--- config.mk ---
export PLATFORM = sky130hd
export DESIGN_NAME = ppd_top
export DESIGN_NICKNAME = d
export VERILOG_FILES = /design/src/ppd_pkg.sv /design/src/ppd_hyst.sv /design/src/ppd_top.sv
export SDC_FILE = /design/constraint.sdc
export NUM_CORES = 1
export LEC_CHECK = 0
export BUFFER_PORTS_ARGS = -buffer_cell sky130_fd_sc_hd__clkbuf_2
export CORE_UTILIZATION = 53
export CTS_BUF_LIST = sky130_fd_sc_hd__clkbuf_16
export DETAILED_ROUTE_END_ITERATION = 7
export GPL_TIMING_DRIVEN = 0
export PLACE_DENSITY_LB_ADDON = 0.2
export REMOVE_ABC_BUFFERS = 1
export SYNTH_ARGS = -nofsm -noshare
export SYNTH_HDL_FRONTEND = slang
export SYNTH_SLANG_ARGS = --single-unit
--- constraint.sdc ---
create_clock -name ref_clk -period 6.95 [get_ports ref_clk]
set_clock_uncertainty 0.05 [all_clocks]
set_input_delay 0.3475 -clock ref_clk [delete_from_list [all_inputs] [get_ports ref_clk]]
set_output_delay 0.3475 -clock ref_clk [all_outputs]
set_load 0.03 [all_outputs]
--- src/ppd_pkg.sv ---
// Package for the peak power hysteresis detector.
// Assumes one 10 MHz clock, standing in for the sample clock divided by 8.
package ppd_pkg;

  // ==========================================================================
  // Register offsets (byte-wide registers, one per address).
  // ==========================================================================
  localparam logic [7:0] ADDR_ENABLE = 8'h00;
  localparam logic [7:0] ADDR_HU_THR = 8'h07;
  localparam logic [7:0] ADDR_HL_THR = 8'h08;
  localparam logic [7:0] ADDR_LU_THR = 8'h09;
  localparam logic [7:0] ADDR_LL_THR = 8'h0a;
  localparam logic [7:0] ADDR_HOLD_LO = 8'h0b;
  localparam logic [7:0] ADDR_HOLD_HI = 8'h0c;
  localparam logic [7:0] ADDR_IIR_SEL = 8'h0d;
  localparam logic [7:0] ADDR_TCONST = 8'h0e;
  localparam logic [7:0] ADDR_F0U_LO = 8'h0f;
  localparam logic [7:0] ADDR_F0U_HI = 8'h10;
  localparam logic [7:0] ADDR_F0L_LO = 8'h11;
  localparam logic [7:0] ADDR_F0L_HI = 8'h12;
  localparam logic [7:0] ADDR_BLK_LO = 8'h01;
  localparam logic [7:0] ADDR_BLK_MID = 8'h02;
  localparam logic [7:0] ADDR_BLK_TOP = 8'h03;
  localparam logic [7:0] ADDR_FLAGS = 8'h30;
  localparam logic [7:0] ADDR_IRQ_STAT = 8'h31;
  localparam logic [7:0] ADDR_IRQ_MASK = 8'h32;
  localparam logic [7:0] ADDR_TICK = 8'h33;

  // ==========================================================================
  // Reset values, field positions and counts.
  // ==========================================================================
  localparam logic [7:0] RST_BYTE = 8'h00;
  localparam logic [16:0] RST_BLK_LEN = 17'h00000;
  localparam int IIR_SEL_BIT = 0;
  localparam int TCONST_W = 4;
  localparam int GROUP_LEN = 8;
  localparam int FULL_SCALE = 256;
  localparam logic [15:0] CROSS_MAX = 16'h8000;
  localparam int EVT_HI_SET = 0;
  localparam int EVT_HI_CLR = 1;
  localparam int EVT_LO_SET = 2;
  localparam int EVT_LO_CLR = 3;
  localparam int EVT_PERIOD = 4;

  // One hysteresis pair: thresholds and flag_hold_count.
  typedef struct packed {
    logic [7:0] upper;
    logic [7:0] lower;
    logic [15:0] hold;
  } ppd_hyst_cfg_s;

  // Three-level filter input code.
  typedef enum logic [1:0] {
    PPD_LVL_ZERO = 2'b00,
    PPD_LVL_POS = 2'b01,
    PPD_LVL_NEG = 2'b11
  } ppd_level_e;

endpackage

--- src/ppd_hyst.sv ---
// One hysteresis flag with flag_hold_count-count release.
// Assumes peak_vld pulses once per finished block peak, clock is fs/8.
`timescale 1ns/10ps
module ppd_hyst (
  input wire logic ref_clk,
  input wire logic rst,
  input wire logic enable,
  input wire logic peak_vld,
  input wire logic [8:0] peak,
  input wire ppd_pkg::ppd_hyst_cfg_s cfg,
  output logic flag,
  output logic set_evt,
  output logic clr_evt
);
  import ppd_pkg::*;

  typedef struct packed {
    logic flag;
    logic below;
    logic [15:0] cnt;
    logic set_evt;
    logic clr_evt;
  } ppd_hyst_st_s;

  ppd_hyst_st_s st_q;
  ppd_hyst_st_s st_d;

  always_comb begin
    st_d = st_q;
    st_d.set_evt = 1'b0;
    st_d.clr_evt = 1'b0;
    if (!enable) begin
      st_d.flag = 1'b0;
      st_d.below = 1'b0;
      st_d.cnt = 16'h0000;
    end else begin
      if (peak_vld) begin
        if (peak > {1'b0, cfg.upper}) begin
          st_d.set_evt = !st_q.flag;
          st_d.flag = 1'b1;
        end
        // A peak not below the lower threshold restarts the wait.
        st_d.below = peak < {1'b0, cfg.lower};
        if (!(peak < {1'b0, cfg.lower}))
          st_d.cnt = 16'h0000;
      end
      if (st_q.flag && st_q.below && !(peak_vld && !st_d.below)) begin
        if (st_q.cnt >= cfg.hold) begin
          // A set in the same cycle wins over the release.
          st_d.flag = peak_vld && (peak > {1'b0, cfg.upper});
          st_d.clr_evt = !st_d.flag;
          st_d.cnt = 16'h0000;
        end else begin
          st_d.cnt = st_q.cnt + 16'h0001;
        end
      end
    end
  end

  always_ff @(posedge ref_clk) begin
    if (rst)
      st_q <= '0;
    else
      st_q <= st_d;
  end

  assign flag = st_q.flag;
  assign set_evt = st_q.set_evt;
  assign clr_evt = st_q.clr_evt;
endmodule

--- src/ppd_top.sv ---
// Peak power hysteresis detector: registers, block peak, flags, filter input.
// Assumes byte-wide register port on ref_clk; samples arrive in ref_clk domain.
//
// Notes on behaviour
// - Four 8-bit thresholds scale linearly 0..255, 256 being full peak.
// - A block peak above an upper threshold sets that pair's flag.
// - While enabled, a flag clears only after the peak stays below its lower threshold unbroken for the flag_hold_count.
// - The flag_hold_count is a 16-bit count over two bytes in fs/8 cycles.
// - With select 0 the filter input comes from the high pair only.
// - With select 1 both pairs form a three-level filter input of -1, 0, +1.
// - A 4-bit field N sets the crossing period to 2 to the N fs/8 cycles.
// - The crossing period never exceeds 32768 fs/8 cycles.
// - The detector runs only while its enable bit is 1.
// - Each sample is the max of 8 converter samples; the block peak spans a set count.
// - Filter thresholds are 16-bit signed 2.14 values, 4000h being 100 percent.
`timescale 1ns/10ps
module ppd_top (
  input wire logic ref_clk,
  input wire logic rst,
  input wire logic [7:0] reg_addr,
  input wire logic [7:0] reg_wdata,
  input wire logic reg_wr,
  input wire logic reg_rd,
  input wire logic samp_vld,
  input wire logic [7:0] samp_mag,
  output logic [7:0] reg_rdata,
  output logic high_flag,
  output logic low_flag,
  output logic [1:0] iir_in,
  output logic iir_in_vld,
  output logic period_tick,
  output logic [15:0] filt_upper_thr,
  output logic [15:0] filt_lower_thr,
  output logic irq
);
  import ppd_pkg::*;

  // ==========================================================================
  // State.
  // ==========================================================================
  // Besides the threshold, flag_hold_count and filter bytes the map holds: 0x00 the
  // enable in bit 0, 0x01 to 0x03 the 17-bit block length, 0x30 the two
  // flags (bit 0 high pair), 0x31 the sticky event status, cleared by
  // writing ones, 0x32 its mask and 0x33 the running block maximum for
  // debug. Status bits from bit 0 up: high set, high clear, low set, low
  // clear and period tick.

  typedef struct packed {
    logic enable;
    logic [7:0] hu;
    logic [7:0] hl;
    logic [7:0] lu;
    logic [7:0] ll;
    logic [15:0] hold;
    logic iir_sel;
    logic [3:0] tconst;
    logic [15:0] f0u;
    logic [15:0] f0l;
    logic [16:0] blk_len;
    logic [7:0] grp_max;
    logic [2:0] grp_cnt;
    logic [8:0] blk_max;
    logic [16:0] blk_cnt;
    logic [8:0] peak;
    logic peak_vld;
    logic [15:0] per_cnt;
    logic tick;
    logic [1:0] lvl;
    logic lvl_vld;
    logic [4:0] stat;
    logic [4:0] mask;
    logic irq;
    logic [7:0] rdata;
  } ppd_top_st_s;

  ppd_top_st_s st_q;
  ppd_top_st_s st_d;

  logic hi_flag;
  logic lo_flag;
  logic hi_set;
  logic hi_clr;
  logic lo_set;
  logic lo_clr;
  ppd_hyst_cfg_s hi_cfg;
  ppd_hyst_cfg_s lo_cfg;

  // Period length from the time constant, held at the ceiling.
  // Two to the fifteen already meets the ceiling; the clamp guards wider N.
  function automatic logic [15:0] period_len(input logic [3:0] n);
    logic [16:0] p;
    p = 17'h00001 << n;
    if (p > {1'b0, CROSS_MAX})
      p = {1'b0, CROSS_MAX};
    return p[15:0];
  endfunction

  // Combine low and high bytes of a split field.
  function automatic logic [15:0] join16(input logic [7:0] hi,
                                        input logic [7:0] lo);
    return {hi, lo};
  endfunction

  // ==========================================================================
  // Hysteresis pairs.
  // ==========================================================================
  // Both pairs use the one flag_hold_count value; each pair keeps its own count.
  assign hi_cfg = '{upper: st_q.hu, lower: st_q.hl, hold: st_q.hold};
  assign lo_cfg = '{upper: st_q.lu, lower: st_q.ll, hold: st_q.hold};

  ppd_hyst u_high (
    .ref_clk(ref_clk),
    .rst(rst),
    .enable(st_q.enable),
    .peak_vld(st_q.peak_vld),
    .peak(st_q.peak),
    .cfg(hi_cfg),
    .flag(hi_flag),
    .set_evt(hi_set),
    .clr_evt(hi_clr)
  );

  ppd_hyst u_low (
    .ref_clk(ref_clk),
    .rst(rst),
    .enable(st_q.enable),
    .peak_vld(st_q.peak_vld),
    .peak(st_q.peak),
    .cfg(lo_cfg),
    .flag(lo_flag),
    .set_evt(lo_set),
    .clr_evt(lo_clr)
  );

  // ==========================================================================
  // Next state.
  // ==========================================================================
  always_comb begin
    logic [4:0] evt;
    logic [7:0] gmax;
    logic [8:0] bmax;
    evt = 5'h00;
    evt[EVT_HI_SET] = hi_set;
    evt[EVT_HI_CLR] = hi_clr;
    evt[EVT_LO_SET] = lo_set;
    evt[EVT_LO_CLR] = lo_clr;
    evt[EVT_PERIOD] = st_q.tick;
    gmax = 8'h00;
    bmax = 9'h000;
    st_d = st_q;
    st_d.peak_vld = 1'b0;
    st_d.tick = 1'b0;
    st_d.lvl_vld = 1'b0;
    // Read data stand for one cycle only and read as zero otherwise.
    st_d.rdata = RST_BYTE;

    // ========================================================================
    // Register writes.
    if (reg_wr) begin
      case (reg_addr)
        ADDR_ENABLE: st_d.enable = reg_wdata[0];
        ADDR_HU_THR: st_d.hu = reg_wdata;
        ADDR_HL_THR: st_d.hl = reg_wdata;
        ADDR_LU_THR: st_d.lu = reg_wdata;
        ADDR_LL_THR: st_d.ll = reg_wdata;
        ADDR_HOLD_LO: st_d.hold[7:0] = reg_wdata;
        ADDR_HOLD_HI: st_d.hold[15:8] = reg_wdata;
        // Upper bits of the next two bytes are dropped; software keeps 0.
        ADDR_IIR_SEL: st_d.iir_sel = reg_wdata[IIR_SEL_BIT];
        ADDR_TCONST: st_d.tconst = reg_wdata[TCONST_W-1:0];
        ADDR_F0U_LO: st_d.f0u[7:0] = reg_wdata;
        ADDR_F0U_HI: st_d.f0u[15:8] = reg_wdata;
        ADDR_F0L_LO: st_d.f0l[7:0] = reg_wdata;
        ADDR_F0L_HI: st_d.f0l[15:8] = reg_wdata;
        ADDR_BLK_LO: st_d.blk_len[7:0] = reg_wdata;
        ADDR_BLK_MID: st_d.blk_len[15:8] = reg_wdata;
        ADDR_BLK_TOP: st_d.blk_len[16] = reg_wdata[0];
        ADDR_IRQ_MASK: st_d.mask = reg_wdata[4:0];
        default: ;
      endcase
    end

    // ========================================================================
    // Register reads, answered one cycle later.
    if (reg_rd) begin
      case (reg_addr)
        ADDR_ENABLE: st_d.rdata = {7'h00, st_q.enable};
        ADDR_HU_THR: st_d.rdata = st_q.hu;
        ADDR_HL_THR: st_d.rdata = st_q.hl;
        ADDR_LU_THR: st_d.rdata = st_q.lu;
        ADDR_LL_THR: st_d.rdata = st_q.ll;
        ADDR_HOLD_LO: st_d.rdata = st_q.hold[7:0];
        ADDR_HOLD_HI: st_d.rdata = st_q.hold[15:8];
        ADDR_IIR_SEL: st_d.rdata = {7'h00, st_q.iir_sel};
        ADDR_TCONST: st_d.rdata = {4'h0, st_q.tconst};
        ADDR_F0U_LO: st_d.rdata = st_q.f0u[7:0];
        ADDR_F0U_HI: st_d.rdata = st_q.f0u[15:8];
        ADDR_F0L_LO: st_d.rdata = st_q.f0l[7:0];
        ADDR_F0L_HI: st_d.rdata = st_q.f0l[15:8];
        ADDR_BLK_LO: st_d.rdata = st_q.blk_len[7:0];
        ADDR_BLK_MID: st_d.rdata = st_q.blk_len[15:8];
        ADDR_BLK_TOP: st_d.rdata = {7'h00, st_q.blk_len[16]};
        ADDR_FLAGS: st_d.rdata = {6'h00, lo_flag, hi_flag};
        ADDR_IRQ_STAT: st_d.rdata = {3'h0, st_q.stat};
        ADDR_IRQ_MASK: st_d.rdata = {3'h0, st_q.mask};
        // Debug view of the running block maximum, low eight bits only.
        ADDR_TICK: st_d.rdata = st_q.blk_max[7:0];
        default: st_d.rdata = RST_BYTE;
      endcase
    end

    // ========================================================================
    // Sticky status: a new event wins over a write-one clear.
    if (reg_wr && reg_addr == ADDR_IRQ_STAT)
      st_d.stat = st_q.stat & ~reg_wdata[4:0];
    st_d.stat = st_d.stat | evt;
    // Built from the next status and mask, so irq follows a write at once.
    st_d.irq = |(st_d.stat & st_d.mask);

    // ========================================================================
    // Block peak, period and filter input, all idle while disabled.
    if (!st_q.enable) begin
      st_d.grp_cnt = 3'h0;
      st_d.grp_max = 8'h00;
      st_d.blk_cnt = RST_BLK_LEN;
      st_d.blk_max = 9'h000;
      st_d.per_cnt = 16'h0000;
      // A stale +1 must not linger on the filter input while off.
      st_d.lvl = PPD_LVL_ZERO;
    end else begin
      // ======================================================================
      // Group of eight samples gives one reduced sample.
      // A block length of zero or one makes every group a block of its own.
      if (samp_vld) begin
        gmax = (st_q.grp_cnt == 3'h0 || samp_mag > st_q.grp_max) ?
               samp_mag : st_q.grp_max;
        st_d.grp_max = gmax;
        st_d.grp_cnt = st_q.grp_cnt + 3'h1;
        if (st_q.grp_cnt == 3'(GROUP_LEN - 1)) begin
          bmax = (st_q.blk_cnt == RST_BLK_LEN ||
                  {1'b0, gmax} > st_q.blk_max) ?
                 {1'b0, gmax} : st_q.blk_max;
          if (st_q.blk_cnt + 17'h00001 >= st_q.blk_len) begin
            st_d.peak = bmax;
            st_d.peak_vld = 1'b1;
            st_d.blk_cnt = RST_BLK_LEN;
            st_d.blk_max = 9'h000;
          end else begin
            st_d.blk_max = bmax;
            st_d.blk_cnt = st_q.blk_cnt + 17'h00001;
          end
        end
      end

      // ======================================================================
      // Crossing period counter in fs/8 cycles.
      // It runs while enabled whether or not samples arrive.
      if (st_q.per_cnt + 16'h0001 >= period_len(st_q.tconst)) begin
        st_d.per_cnt = 16'h0000;
        st_d.tick = 1'b1;
      end else begin
        st_d.per_cnt = st_q.per_cnt + 16'h0001;
      end

      // ======================================================================
      // Filter input from the comparator flags.
      st_d.lvl_vld = 1'b1;
      if (!st_q.iir_sel)
        st_d.lvl = hi_flag ? PPD_LVL_POS : PPD_LVL_ZERO;
      else if (hi_flag)
        st_d.lvl = PPD_LVL_POS;
      else if (!lo_flag)
        st_d.lvl = PPD_LVL_NEG;
      else
        st_d.lvl = PPD_LVL_ZERO;
    end
  end

  always_ff @(posedge ref_clk) begin
    if (rst)
      st_q <= '0;
    else
      st_q <= st_d;
  end

  // ==========================================================================
  // Outputs, all from flip-flops.
  // ==========================================================================
  assign reg_rdata = st_q.rdata;
  // The flags come straight from the registers inside each pair.
  assign high_flag = hi_flag;
  assign low_flag = lo_flag;
  assign iir_in = st_q.lvl;
  assign iir_in_vld = st_q.lvl_vld;
  assign period_tick = st_q.tick;
  assign filt_upper_thr = join16(st_q.f0u[15:8], st_q.f0u[7:0]);
  assign filt_lower_thr = join16(st_q.f0l[15:8], st_q.f0l[7:0]);
  assign irq = st_q.irq;
endmodule

# ---- After elaboration in Yosys (flattened, before gate mapping)
# Index checks and enable logic that the tools add are counted.
dict set report op_classes {
  reduce_logical 49
  mux 34
  n_eq_ne 24
  n_lt_le_gt_ge 11
  n_addsub 5
  n_bitwise 12
  shift 1
}
# cell count
set op_table {}
lappend op_table {{$pmux W8 S20} 1}
lappend op_table {{$mux W16} 8}
lappend op_table {{$mux W19} 4}
lappend op_table {{$eq A8 B4 Y1 const B} 8}
lappend op_table {{$add A16 B1 Y16 const B} 3}
lappend op_table {{$ge A16 B16 Y1} 3}
lappend op_table {{$reduce_and A2 Y1} 19}
lappend op_table {{$eq A8 B6 Y1 const B} 4}
lappend op_table {{$mux W26} 1}
lappend op_table {{$eq A8 B5 Y1 const B} 3}
lappend op_table {{$gt A9 B8 Y1} 2}
lappend op_table {{$lt A9 B8 Y1} 2}
lappend op_table {{$add A17 B1 Y17 const B} 1}
lappend op_table {{$ge A17 B17 Y1} 1}
lappend op_table {{$gt A17 B16 Y1 const B} 1}
lappend op_table {{$logic_not A17 Y1} 1}
lappend op_table {{$shl A1 B4 Y17 const A} 1}
lappend op_table {{$eq A8 B2 Y1 const B} 2}
lappend op_table {{$mux W5} 3}
lappend op_table {{$mux W1} 12}
lappend op_table {{$reduce_or A4 Y1} 3}
lappend op_table {{$and A5 B5 Y5} 2}
lappend op_table {{$gt A8 B9 Y1} 1}
lappend op_table {{$logic_and A1 B1 Y1} 9}
lappend op_table {{21 further kinds} 41}
dict set report word_totals {
  input_bits 29
  register_bits 229
  wordCells 176
  output_inout_bits 47
}

# ---- Logic depth before layout (Yosys ltp)
# Gate-level depths: netlist of run 1.
dict set report logic_depth {
  word_depth 10
  depth_mapped 18
  depth_no_buf 16
}

# ---- Cells and area by module
# A second synthesis of run 1 with hierarchy kept.
dict set report hier_totals {
  cells_unflattened 1685
  hier_area_um2 13910.8
}
# mod seq_area_each_um2 n_inst area_per_inst_um2 cells_each
set modules_own_cells {}
lappend modules_own_cells {ppd_top 3783.6 1 10271.1 1229}
lappend modules_own_cells {{ppd_hyst at u_high} 400.4 1 1846.8 227}
lappend modules_own_cells {{ppd_hyst at u_low} 400.4 1 1793.0 229}

# ---- Worst setup path after synthesis of run 1
# OpenSTA, ideal clock, no wires.
dict set report synth_path {
  kind {input -> register}
  startpoint {input samp_mag[1]}
  endpoint {register st_q[47] (netlist name)}
  arrival_time_ns 3.363
  t_required_ns 6.768
  stages 16
  setup_ns 0.132
  n_path_buf 2
  path_slack_ns 3.405
  path_cell_list {ha_1 > nor2b_1 > o211ai_1 > a21o_1 > a31o_2 > buf_2 > mux2_2 > ha_1 > a211o_1 > a221o_1 > o2bb2ai_2 > a21boi_4 > buf_4 > nand2_1 > o211ai_1 > a21oi_1}
}
dict set report synth_between {
  elab_chain_cells 6
}
# item line_no
set synth_rtl {}
lappend synth_rtl {{start: declaration} ppd_top.sv:25} ;# input wire logic [7:0] samp_mag,
lappend synth_rtl {{$gt A8 B8 Y1} ppd_top.sv:235} ;# gmax = (st_q.grp_cnt == 3'h0 || samp_mag > st_q.grp_max) ?
lappend synth_rtl {{$logic_or A1 B1 Y1} ppd_top.sv:235}
lappend synth_rtl {{$mux W8 *} ppd_top.sv:235}
lappend synth_rtl {{$gt A8 B9 Y1} ppd_top.sv:241} ;# {1'b0, gmax} > st_q.blk_max) ?
lappend synth_rtl {{$logic_or A1 B1 Y1} ppd_top.sv:240} ;# bmax = (st_q.blk_cnt == RST_BLK_LEN ||
lappend synth_rtl {{$mux W9 *} ppd_top.sv:241}
lappend synth_rtl {{end signal: assignment} ppd_top.sv:283} ;# st_q <= st_d;
lappend synth_rtl {{end: declaration} ppd_top.sv:76} ;# ppd_top_st_s st_q;
# Every way passes the cells marked *; elsewhere a longest branch is shown, timed or not.
# A chain may end at the register's enable or synchronous reset.

# ---- Worst setup path after layout of run 1
dict set report layout_path {
  startpoint {register st_q[79] (netlist name)}
  endpoint {register st_q[71] (netlist name)}
}
dict set report layout_between {
  elab_chain_cells 7
}
# item line_no
set layout_rtl {}
lappend layout_rtl {{$gt A8 B8 Y1} ppd_top.sv:235}
lappend layout_rtl {{$logic_or A1 B1 Y1} ppd_top.sv:235}
lappend layout_rtl {{$mux W8 *} ppd_top.sv:235}
lappend layout_rtl {{$gt A8 B9 Y1} ppd_top.sv:241}
lappend layout_rtl {{$logic_or A1 B1 Y1} ppd_top.sv:240}
lappend layout_rtl {{$mux W9 *} ppd_top.sv:241}
lappend layout_rtl {{$mux W26 *} ppd_top.sv:243} ;# if (st_q.blk_cnt + 17'h00001 >= st_q.blk_len) begin
# Marks and branches as above.

==> results of run 1 <==
-- cells by family (layout without fill, tap and decap cells) --
group / Yosys count / in the layout / synth area share (%)
adder cells (fa/ha/maj): 119 / 119 / 10.8
XOR/XNOR: 38 / 38 / 2.42
AND/OR/NAND/NOR: 545 / 545 / 20.0
flip-flops: 229 / 229 / 33.4
AO/OA/AOI/OAI: 301 / 301 / 14.5
multiplexers: 144 / 144 / 10.7
buffers and inverters: 233 / 229 / 8.22
-- per-layer routing --
metal  vias to the layer above  track usage [%]
met5                         -                0
met4                         0             9.09
met3                        67             3.64
met2                       367             42.2
met1                      5475             37.9
li1                       5583                -
-- where the power goes --
part | switching (W) | leakage (nW) | internal [W] | total, W
clock | 0.000573 | 0.456 | 0.000906 | 0.00148
combinational | 0.0000795 | 4.10 | 0.0000289 | 0.000108
sequential | 0.000000877 | 1.84 | 0.00131 | 0.00131
-- placed cells by master (no fill, tap or decap), types with 32 or more instances in the layout --
cell type and instances:
nand2_1 107, a21oi_1 101, ha_1 119, inv_1 104, and3_1 32, nor2_1 185, dfxtp_1 229, mux2i_1 132
nand3_1 79, clkbuf_2 74, o21ai_0 45
-- per-stage QoR --
stage,utilization (%),std cells
2_1_floorplan,-,1480
3_3_place_gp,54.4,1885
3_5_place_dp,54.6,1887
4_1_cts,58.3,1935
5_1_grt,58.3,1935
6_report,58.3,1935
-- sequential cells by signal (all words and copies together) (netlist names) --
| signal | count |
|---|---|
| st_q | 96 |
| hi_cfg | 32 |
| u_high.st_q | 17 |
| u_low.st_q | 17 |
| filt_lower_thr | 16 |
| filt_upper_thr | 16 |
| lo_cfg | 16 |
| reg_rdata | 8 |
| iir_in | 2 |
| iir_in_vld | 1 |
| irq | 1 |
| period_tick | 1 |
| u_high.clr_evt | 1 |
| u_high.flag | 1 |
| u_high.set_evt | 1 |
| u_low.clr_evt | 1 |
| u_low.flag | 1 |
| u_low.set_evt | 1 |
-- final cells by class --
class | count | area (um2) | area share, %
timing repair buffer | 77 | 425 | 2.88
sequential | 229 | 4580 | 31.1
multi-input combinational | 1147 | 8030 | 54.4
clock inverter | 22 | 272 | 1.84
inverter | 104 | 390 | 2.64
clock buffer | 26 | 651 | 4.41
tap | 330 | 413 | 2.80
-- Yosys cell counts (11+ instances only) --
library cell and count:
a21o_1 20, a21oi_1 101, a22o_1 21, a22oi_1 23, and2_1 13, and3_1 32, buf_2 18, buf_4 54
clkbuf_1 51, dfxtp_1 229, ha_1 119, inv_1 104, mux2_2 11, mux2i_1 132, nand2_1 108, nand3_1 79
nand4_1 26, nor2_1 185, nor2b_1 28, nor3_1 11, o211ai_1 16, o21a_1 11, o21ai_0 45, xnor2_1 24
xor2_1 14
-- worst reg2reg max path, delay by kind of cell (launching register included) --
| family | cells | cell delay, ps |
|---|---|---|
| DFF | 1 | 350 |
| and+or+nand+nor | 2 | 250 |
| muxes | 1 | 410 |
| AOI/OAI and AO/OA | 9 | 2350 |
| adders and majority gates | 2 | 570 |
| buffers and inverters | 1 | 50 |
-- worst min path at each step --
stage               slack (ps)  cells after the start                end
floorplan                  370                      1  filt_lower_thr[0]
global placement           390                      2           st_q[16]
detailed placement         390                      2           st_q[16]
CTS                        190                      4           st_q[66]
global route               210                      4           st_q[66]
finish                     190                      4           st_q[66]
==> metrics.txt, run 1 <==
status=completed; Die H=~160 um; CP Depth=15; # fillers=approximately 2300; Setup CP Type=register to register; # H-tree levels=1; total routed wirelength=roughly 36 mm; CP top delay family=compound AO/OA/AOI/OAI gates; setup repair after global routing missed its margin=false; Chip Width=about 160 um; CTS tree=done; Starting DRT DRC Count=approximately 1000; setup TNS=0 ps; post-route ant nets=0; Worst Reg-to-Reg Cells=15; Hold Crit Start=samp_mag[0]; Period minus WS final=roughly 4100 ps; CP Launch Type=register; routed length on met1=between 15 and 20 mm; final worst setup slack=between 2000 and 3000 ps; layout cells sized above 1=between 10 and 15%; Root Driver=clkbuf_16; Post-synth ARST share=0%; largest area contributor in the netlist=dfxtp_1; P per Cell Area=197 mW/mm2; Critical Path RT=between 7000 and 8000 ps; critical path arrival=around 4500 ps; vias in the first global route=10746; flops & latches, synth=between 200 and 250; period utilisation layout=about three fifths; initial antenna violation count=0; Pwr Total=a little under 0.003 W; Final Net Count=between 1500 and 2000; drt pass-1 iters=7; Setup Viol. Count Final=0; synthesized cell area=0.0137 mm2; # Post-CTS Setup Buffers=0; Reg-to-Reg Start=st_q[79]; post-synthesis sequential area ratio=around a third; clock slew at reported path FFs=about 60 ps; CTS Sinks=roughly 230; hold_ws=approximately 190 ps; via count=between 10000 and 15000; max-cap violations=0; worst-path cell chain=inv_1 > ha_1 > nor2b_1 > o211ai_1 > a21o_1 > a31o_2 > mux2_2 > ha_1 > a211o_1 > a221o_1 > o2bb2ai_2 > a21boi_4 > a21o_1 > a22oi_1 > nor2_1; CP max-delay cell=a21boi_4; DR WL met2=roughly 15 mm; critical path capture point type=register; Layout area overhead=7.45%; TritonCTS buffer count=26; uppermost layer routed=met4; Synth warnings=0; crit path max fanout=19; WL per Instance=18.5 um; largest net degree at the start of global routing=78; placed wire-length estimate=around 26 mm; Hold-fix buffers, CTS=0; R2R Setup Slk=2850 ps; core area=~0.025 mm2; Post-synth EDFFs=0; first-pass GRT wire length=between 50 and 60 mm; worst slew pin tran=between 1000 and 1500 ps; Syn Area/Cell=approximately 8.5 um2; Congestion Overflow GR=0; PortBufs=between 70 and 80; Peak Freq=0.244 GHz; final hold vios=0; design area=~0.015 mm2; Main synth FF type=dfxtp_1; # diodes=0; post-cts sizing count=0; num ports=76; worst hold path class=input pin to register; clock buffer depth=3; DR vias/cell=5.94; FF-to-FF End=st_q[71]; CP max stage delay=440 ps; worst vdd ir=0.206 mV; max-slew violation count=0; Die Footprint=approximately 0.027 mm2; DP Area=0.0138 mm2; main area contributors after synthesis=dfxtp_1, ha_1, mux2i_1, nor2_1, a21oi_1; Worst Path Buf+Inv=1; setup slack after placement=approximately 2800 ps; Pleak=around 6.4 nW; post-synth top area share=between 30% and 40%; starting density of the core=between 50% and 60%; Post-Syn Instances=1609; met3 wire len=about 2.5 mm; clock latency on the worst-skew pair=550 ps; Yosys cell types=78; All-Layer GR Usage=between 20% and 30%; Cell Rows=58; GPL Wtd Cong=slightly above 0.9; launch point of the worst path=st_q[79]; Max-slew headroom=between 10% and 20%; DRC errors left=0; critical path endpoint=st_q[71]
Power figures use the tool's default switching activity.
==> run 2: changes to the inputs <==
Clock period 6.95 ns to 4.1 ns, I/O delays scaled along.
==> run 2 against run 1 <==
First-iteration DRC count is 1.2% lower. Worst setup slack worse by 2600 ps. Routed wire length is 0.23% higher. Critical path depth stayed put. Register-to-register slack worse by 2600 ps. Sequential power is 70% higher. Critical endpoint unchanged. Non-clock buffer count is 7 higher. Core utilization is 0.33 points higher. Critical path type unchanged.
==> metrics.txt, run 2 (synthesis gave the netlist of run 1 again) <==
status=completed; largest net degree at the start of global routing=between 70 and 80; # H-tree levels=1; clock buffer depth=3; Layout area overhead=8.06%; Pleak=approximately 6.4 nW; FF-to-FF End=st_q[71]; CTS tree=done; All-Layer GR Usage=between 20% and 30%; max-cap violations=0; # diodes=0; layout cells sized above 1=10.6%; num ports=76; Die Footprint=around 0.027 mm2; clock latency on the worst-skew pair=between 500 and 600 ps; design area=0.0148 mm2; Critical Path RT=around 4500 ps; starting density of the core=~54%; WHS Endpoint=st_q[66]; cell depth of the worst hold path=4; DR WL met2=about 15 mm; Max-slew headroom=roughly 17%; initial antenna violation count=0; Peak Freq=approximately 0.26 GHz; DRC errors left=0; drt pass-1 iters=5; Cell Rows=58; Final Net Count=1740; TritonCTS buffer count=26; final hold vios=0; first-pass GRT wire length=approximately 57 mm; Hold Crit Start=samp_mag[0]; core area=~0.025 mm2; met3 wire len=between 2 and 2.5 mm; clock slew at reported path FFs=60 ps; Chip Width=163 um; most common library cell in the layout ignoring fill and taps=dfxtp_1; via count=roughly 12000; critical path arrival=4220 ps; DR vias/cell=roughly 6; Root Driver=clkbuf_16; max-slew violation count=0; CTS Sinks=about 230; Setup CP Type=register to register; setup repair after global routing missed its margin=false; uppermost layer routed=met4; launch point of the worst path=st_q[79]; routed length on met1=16.9 mm; Die H=163 um; total routed wirelength=between 30 and 40 mm; Hold-fix buffers, CTS=0; worst slew pin tran=around 1200 ps; placed wire-length estimate=~26 mm; Period minus WS final=around 3800 ps; period utilisation layout=92.8%; DP Area=0.0138 mm2; vias in the first global route=around 11000; WL per Instance=roughly 18 um; Biggest register=st_q; max FFs per register=96; Congestion Overflow GR=0; Starting DRT DRC Count=slightly above 1000; worst vdd ir=0.347 mV; # fillers=around 2300; setup TNS=0 ps; CP Launch Type=register; Worst Reg-to-Reg Cells=15; GPL Wtd Cong=just over 0.9; Reg-to-Reg Start=st_q[79]; Setup Viol. Count Final=0; crit path max fanout=9; worst hold path class=input pin to register; critical path capture point type=register; R2R Setup Slk=300 ps; most frequent cells in the layout=dfxtp_1, nor2_1, mux2i_1; P per Cell Area=roughly 330 mW/mm2; post-route ant nets=0; PortBufs=75
## run 2: cell types whose count changed in the layout (fill, tap and decap cells not counted), sizes merged
cell | previous run | this run
buf | 2 | 9
## run 2: worst max path at each step
stage	endpoint	slack [ps]	depth (start not counted)
after floorplan	st_q[66]	480	15
after global routing	st_q[73]	40	15
after detailed placement	st_q[71]	60	15
final	st_q[71]	300	15
after CTS	st_q[71]	6	15
after global placement	u_low.st_q[17]	-1610	8
## run 2: area by class of cell
type                       instances  area (um2)  share of cell area [%]
multi-input combinational       1147        8060                    54.3
clock buffer                      26         651                    4.38
tap                              330         413                    2.78
sequential                       229        4580                    30.9
clock inverter                    22         272                    1.83
timing repair buffer              84         478                    3.22
inverter                         104         390                    2.63
## run 2: power breakdown
group | switching (W) | internal (W) | total [W]
clock | 0.000975 | 0.00154 | 0.00251
sequential | 0.00000149 | 0.00223 | 0.00223
combinational | 0.000135 | 0.0000502 | 0.000185
## run 2: layer usage
layer  vias up  GRT usage, %
li1       5586             -
met1      5484          37.9
met2       385          42.2
met3        75          3.64
met4         0          9.09
met5         -             0
## run 2: what timing repair did
action                                  CTS  global route
gates resized for setup                   0             5
endpoints found under the setup margin    0            19
setup buffers                             0             7
endpoints found under the hold margin     0             0
## run 2: worst max-delay path, stage by stage (launching register included)
cell,delay (ps)
dfxtp_1,350
inv_1,50
ha_1,280
nor2b_1,140
o211ai_1,160
a21o_1,140
a31o_2,280
mux2_2,410
ha_1,290
a211o_1,300
a221o_1,330
o2bb2ai_2,150
a21boi_4,190
a21o_1,350
a22oi_1,150
nor2_1,110
## run 2: stage by stage
stage                     instances  total power, W  util [%]  hold slack [ps]  worst slack, ps
after detailed placement       1887         0.00246      54.6              391             63.4
after global placement         1885         0.00245      54.4              390            -1610
after CTS                      1935         0.00495      58.3             45.3             5.83
after floorplan                1480         0.00234         -              224              482
after global routing           1942         0.00506      58.6             66.8             42.7
final                          1942         0.00492      58.6             52.8              295
==> run 3: changes to the inputs <==
Settings changed: RECOVER_POWER set to 50.
==> run 3 against run 2 <==
The run now ends with max-capacitance violations, max-slew violations left. Die area stayed put. Worst setup slack got worse by 92 ps. Hold slack is essentially flat. Sequential share of layout area rose by 0.32 points. Combinational power decreased by 2%. Critical path type is now input pin to register. Largest cell class unchanged. Largest power group unchanged.
==> metrics.txt, run 3 (synthesis gave the netlist of run 1 again) <==
PortBufs=75; most common library cell in the layout ignoring fill and taps=dfxtp_1; worst vdd ir=around 0.35 mV; GPL Wtd Cong=0.905; vias in the first global route=10746; critical path arrival=between 4000 and 5000 ps; max FFs per register=between 90 and 100; clock latency on the worst-skew pair=between 500 and 600 ps; largest net degree at the start of global routing=78; CTS tree=done; final hold vios=0; failing checks=max-capacitance violations, max-slew violations; starting density of the core=between 50% and 60%; Period minus WS final=between 3000 and 4000 ps; clock slew at reported path FFs=roughly 70 ps; via count=about 11000; max-cap violations=1; Pwr Total=just under 0.005 W; core area=0.0253 mm2; GRT met2 Usage=about 42%; Int Pwr=around 0.0038 W; Peak Freq=0.257 GHz; Root Driver=clkbuf_16; period utilisation layout=between 90% and 100%; critical path capture point type=register; R2R Setup Slk=between 200 and 250 ps; drt pass-1 iters=5; # diodes=0; Max-slew headroom=-69.8%; Sw Pwr=0.00111 W; Congestion Overflow GR=0; Die H=about 160 um; P per Cell Area=approximately 340 mW/mm2; first-pass GRT wire length=around 57 mm; clock buffer depth=3; GR Layer Usage met3=under 10%; setup slack after placement=approximately 63 ps; GRT Max-Usage Layer=met2; Die Footprint=between 0.02 and 0.03 mm2; crit path max fanout=44; DR vias/cell=about 5.9; max-slew violation count=between 40 and 50; CP Launch Type=input pin; # H-tree levels=1; Setup CP Type=input pin to register; worst hold path class=input pin to register; total routed wirelength=~36 mm; initial antenna violation count=0; Layout area overhead=6.94%; worst slew pin tran=2550 ps; Chip Width=about 160 um; Sw Share=approximately 23%; status=finished, violations left; Pleak=approximately 6.3 nW; setup repair after global routing missed its margin=false; post-route ant nets=0; Starting DRT DRC Count=approximately 1100; CTS Sinks=about 230; placed wire-length estimate=~26 mm; final worst setup slack=between 200 and 250 ps; WL per Instance=18.5 um; DRC errors left=0; layout cells sized above 1=around 6.4%; Biggest register=st_q; design area=0.0147 mm2; GR Util met1=a little under two fifths; Critical Path RT=4480 ps; Clk pwr share=between 50% and 60%; most frequent cells in the layout=dfxtp_1, nor2_1, mux2i_1; DP Area=0.0138 mm2; Cell Rows=58; combinational fraction of design power=under 10%; setup TNS=0 ps; Final Net Count=~1700; num ports=76; # fillers=2316; Setup Viol. Count Final=0; part of the power in registers=around 45%; All-Layer GR Usage=a little over a quarter; TritonCTS buffer count=26
[run 3: area by class of cell]
| cell class | instances | area, um2 | share of cell area (%) |
|---|---|---|---|
| Tap cell | 330 | 413 | 2.81 |
| Inverter | 104 | 390 | 2.66 |
| Clock buffer | 26 | 651 | 4.43 |
| Multi-Input combinational cell | 1147 | 7970 | 54.2 |
| Clock inverter | 22 | 272 | 1.85 |
| Timing Repair Buffer | 84 | 417 | 2.84 |
| Sequential cell | 229 | 4580 | 31.2 |
[run 3: worst max-delay path: stages]
cell	delay (ps)
clkbuf_1	1770
nor2b_1	760
and2_1	650
nand2_1	160
o21ai_0	190
a222oi_1	350
a31oi_1	150
[run 3: what timing repair did]
| item | 4_1_cts | 5_1_grt |
|---|---|---|
| resized for setup | 0 | 5 |
| setup buffers | 0 | 7 |
| hold buffers | 0 | 0 |
| setup endpoints to repair | 0 | 19 |
[run 3: power groups by stage]
stage | Sequential [W] | Clock, W | Combinational [W]
3_5_place_dp | 0.00228 | 0 | 0.000179
4_1_cts | 0.00223 | 0.00254 | 0.000180
3_3_place_gp | 0.00228 | 0 | 0.000173
5_1_grt | 0.00223 | 0.00264 | 0.000193
6_report | 0.00223 | 0.00252 | 0.000181
2_1_floorplan | 0.00228 | 0 | 0.0000665
[run 3: layer usage]
| layer | share of wire, % | wire [um] | vias to the layer above |
|---|---|---|---|
| met5 | 0 | 0 | - |
| met4 | 3.1 | 1120 | 0 |
| met3 | 7.2 | 2570 | 65 |
| met2 | 43 | 15500 | 372 |
| met1 | 47 | 16700 | 5470 |
| li1 | - | - | 5581 |
[run 3: per-stage QoR]
step                      util (%)  hold slack (ps)  cells
after floorplan                  -              224   1480
after global placement        54.4              390   1885
after detailed placement      54.6              391   1887
after CTS                     58.3             45.3   1935
after global routing          58.0             66.8   1942
final                         58.0             52.7   1942
[run 3: final timing paths]
| path | endpoint | cells after the start | startpoint |
|---|---|---|---|
| setup reg to reg | u_low.st_q[14] | 7 | st_q[188] |
| hold reg to reg | st_q[16] | 2 | u_low.set_evt |
| setup / recovery | reg_rdata[3] | 7 | reg_addr[1] |
| hold / removal | st_q[66] | 4 | samp_mag[0] |
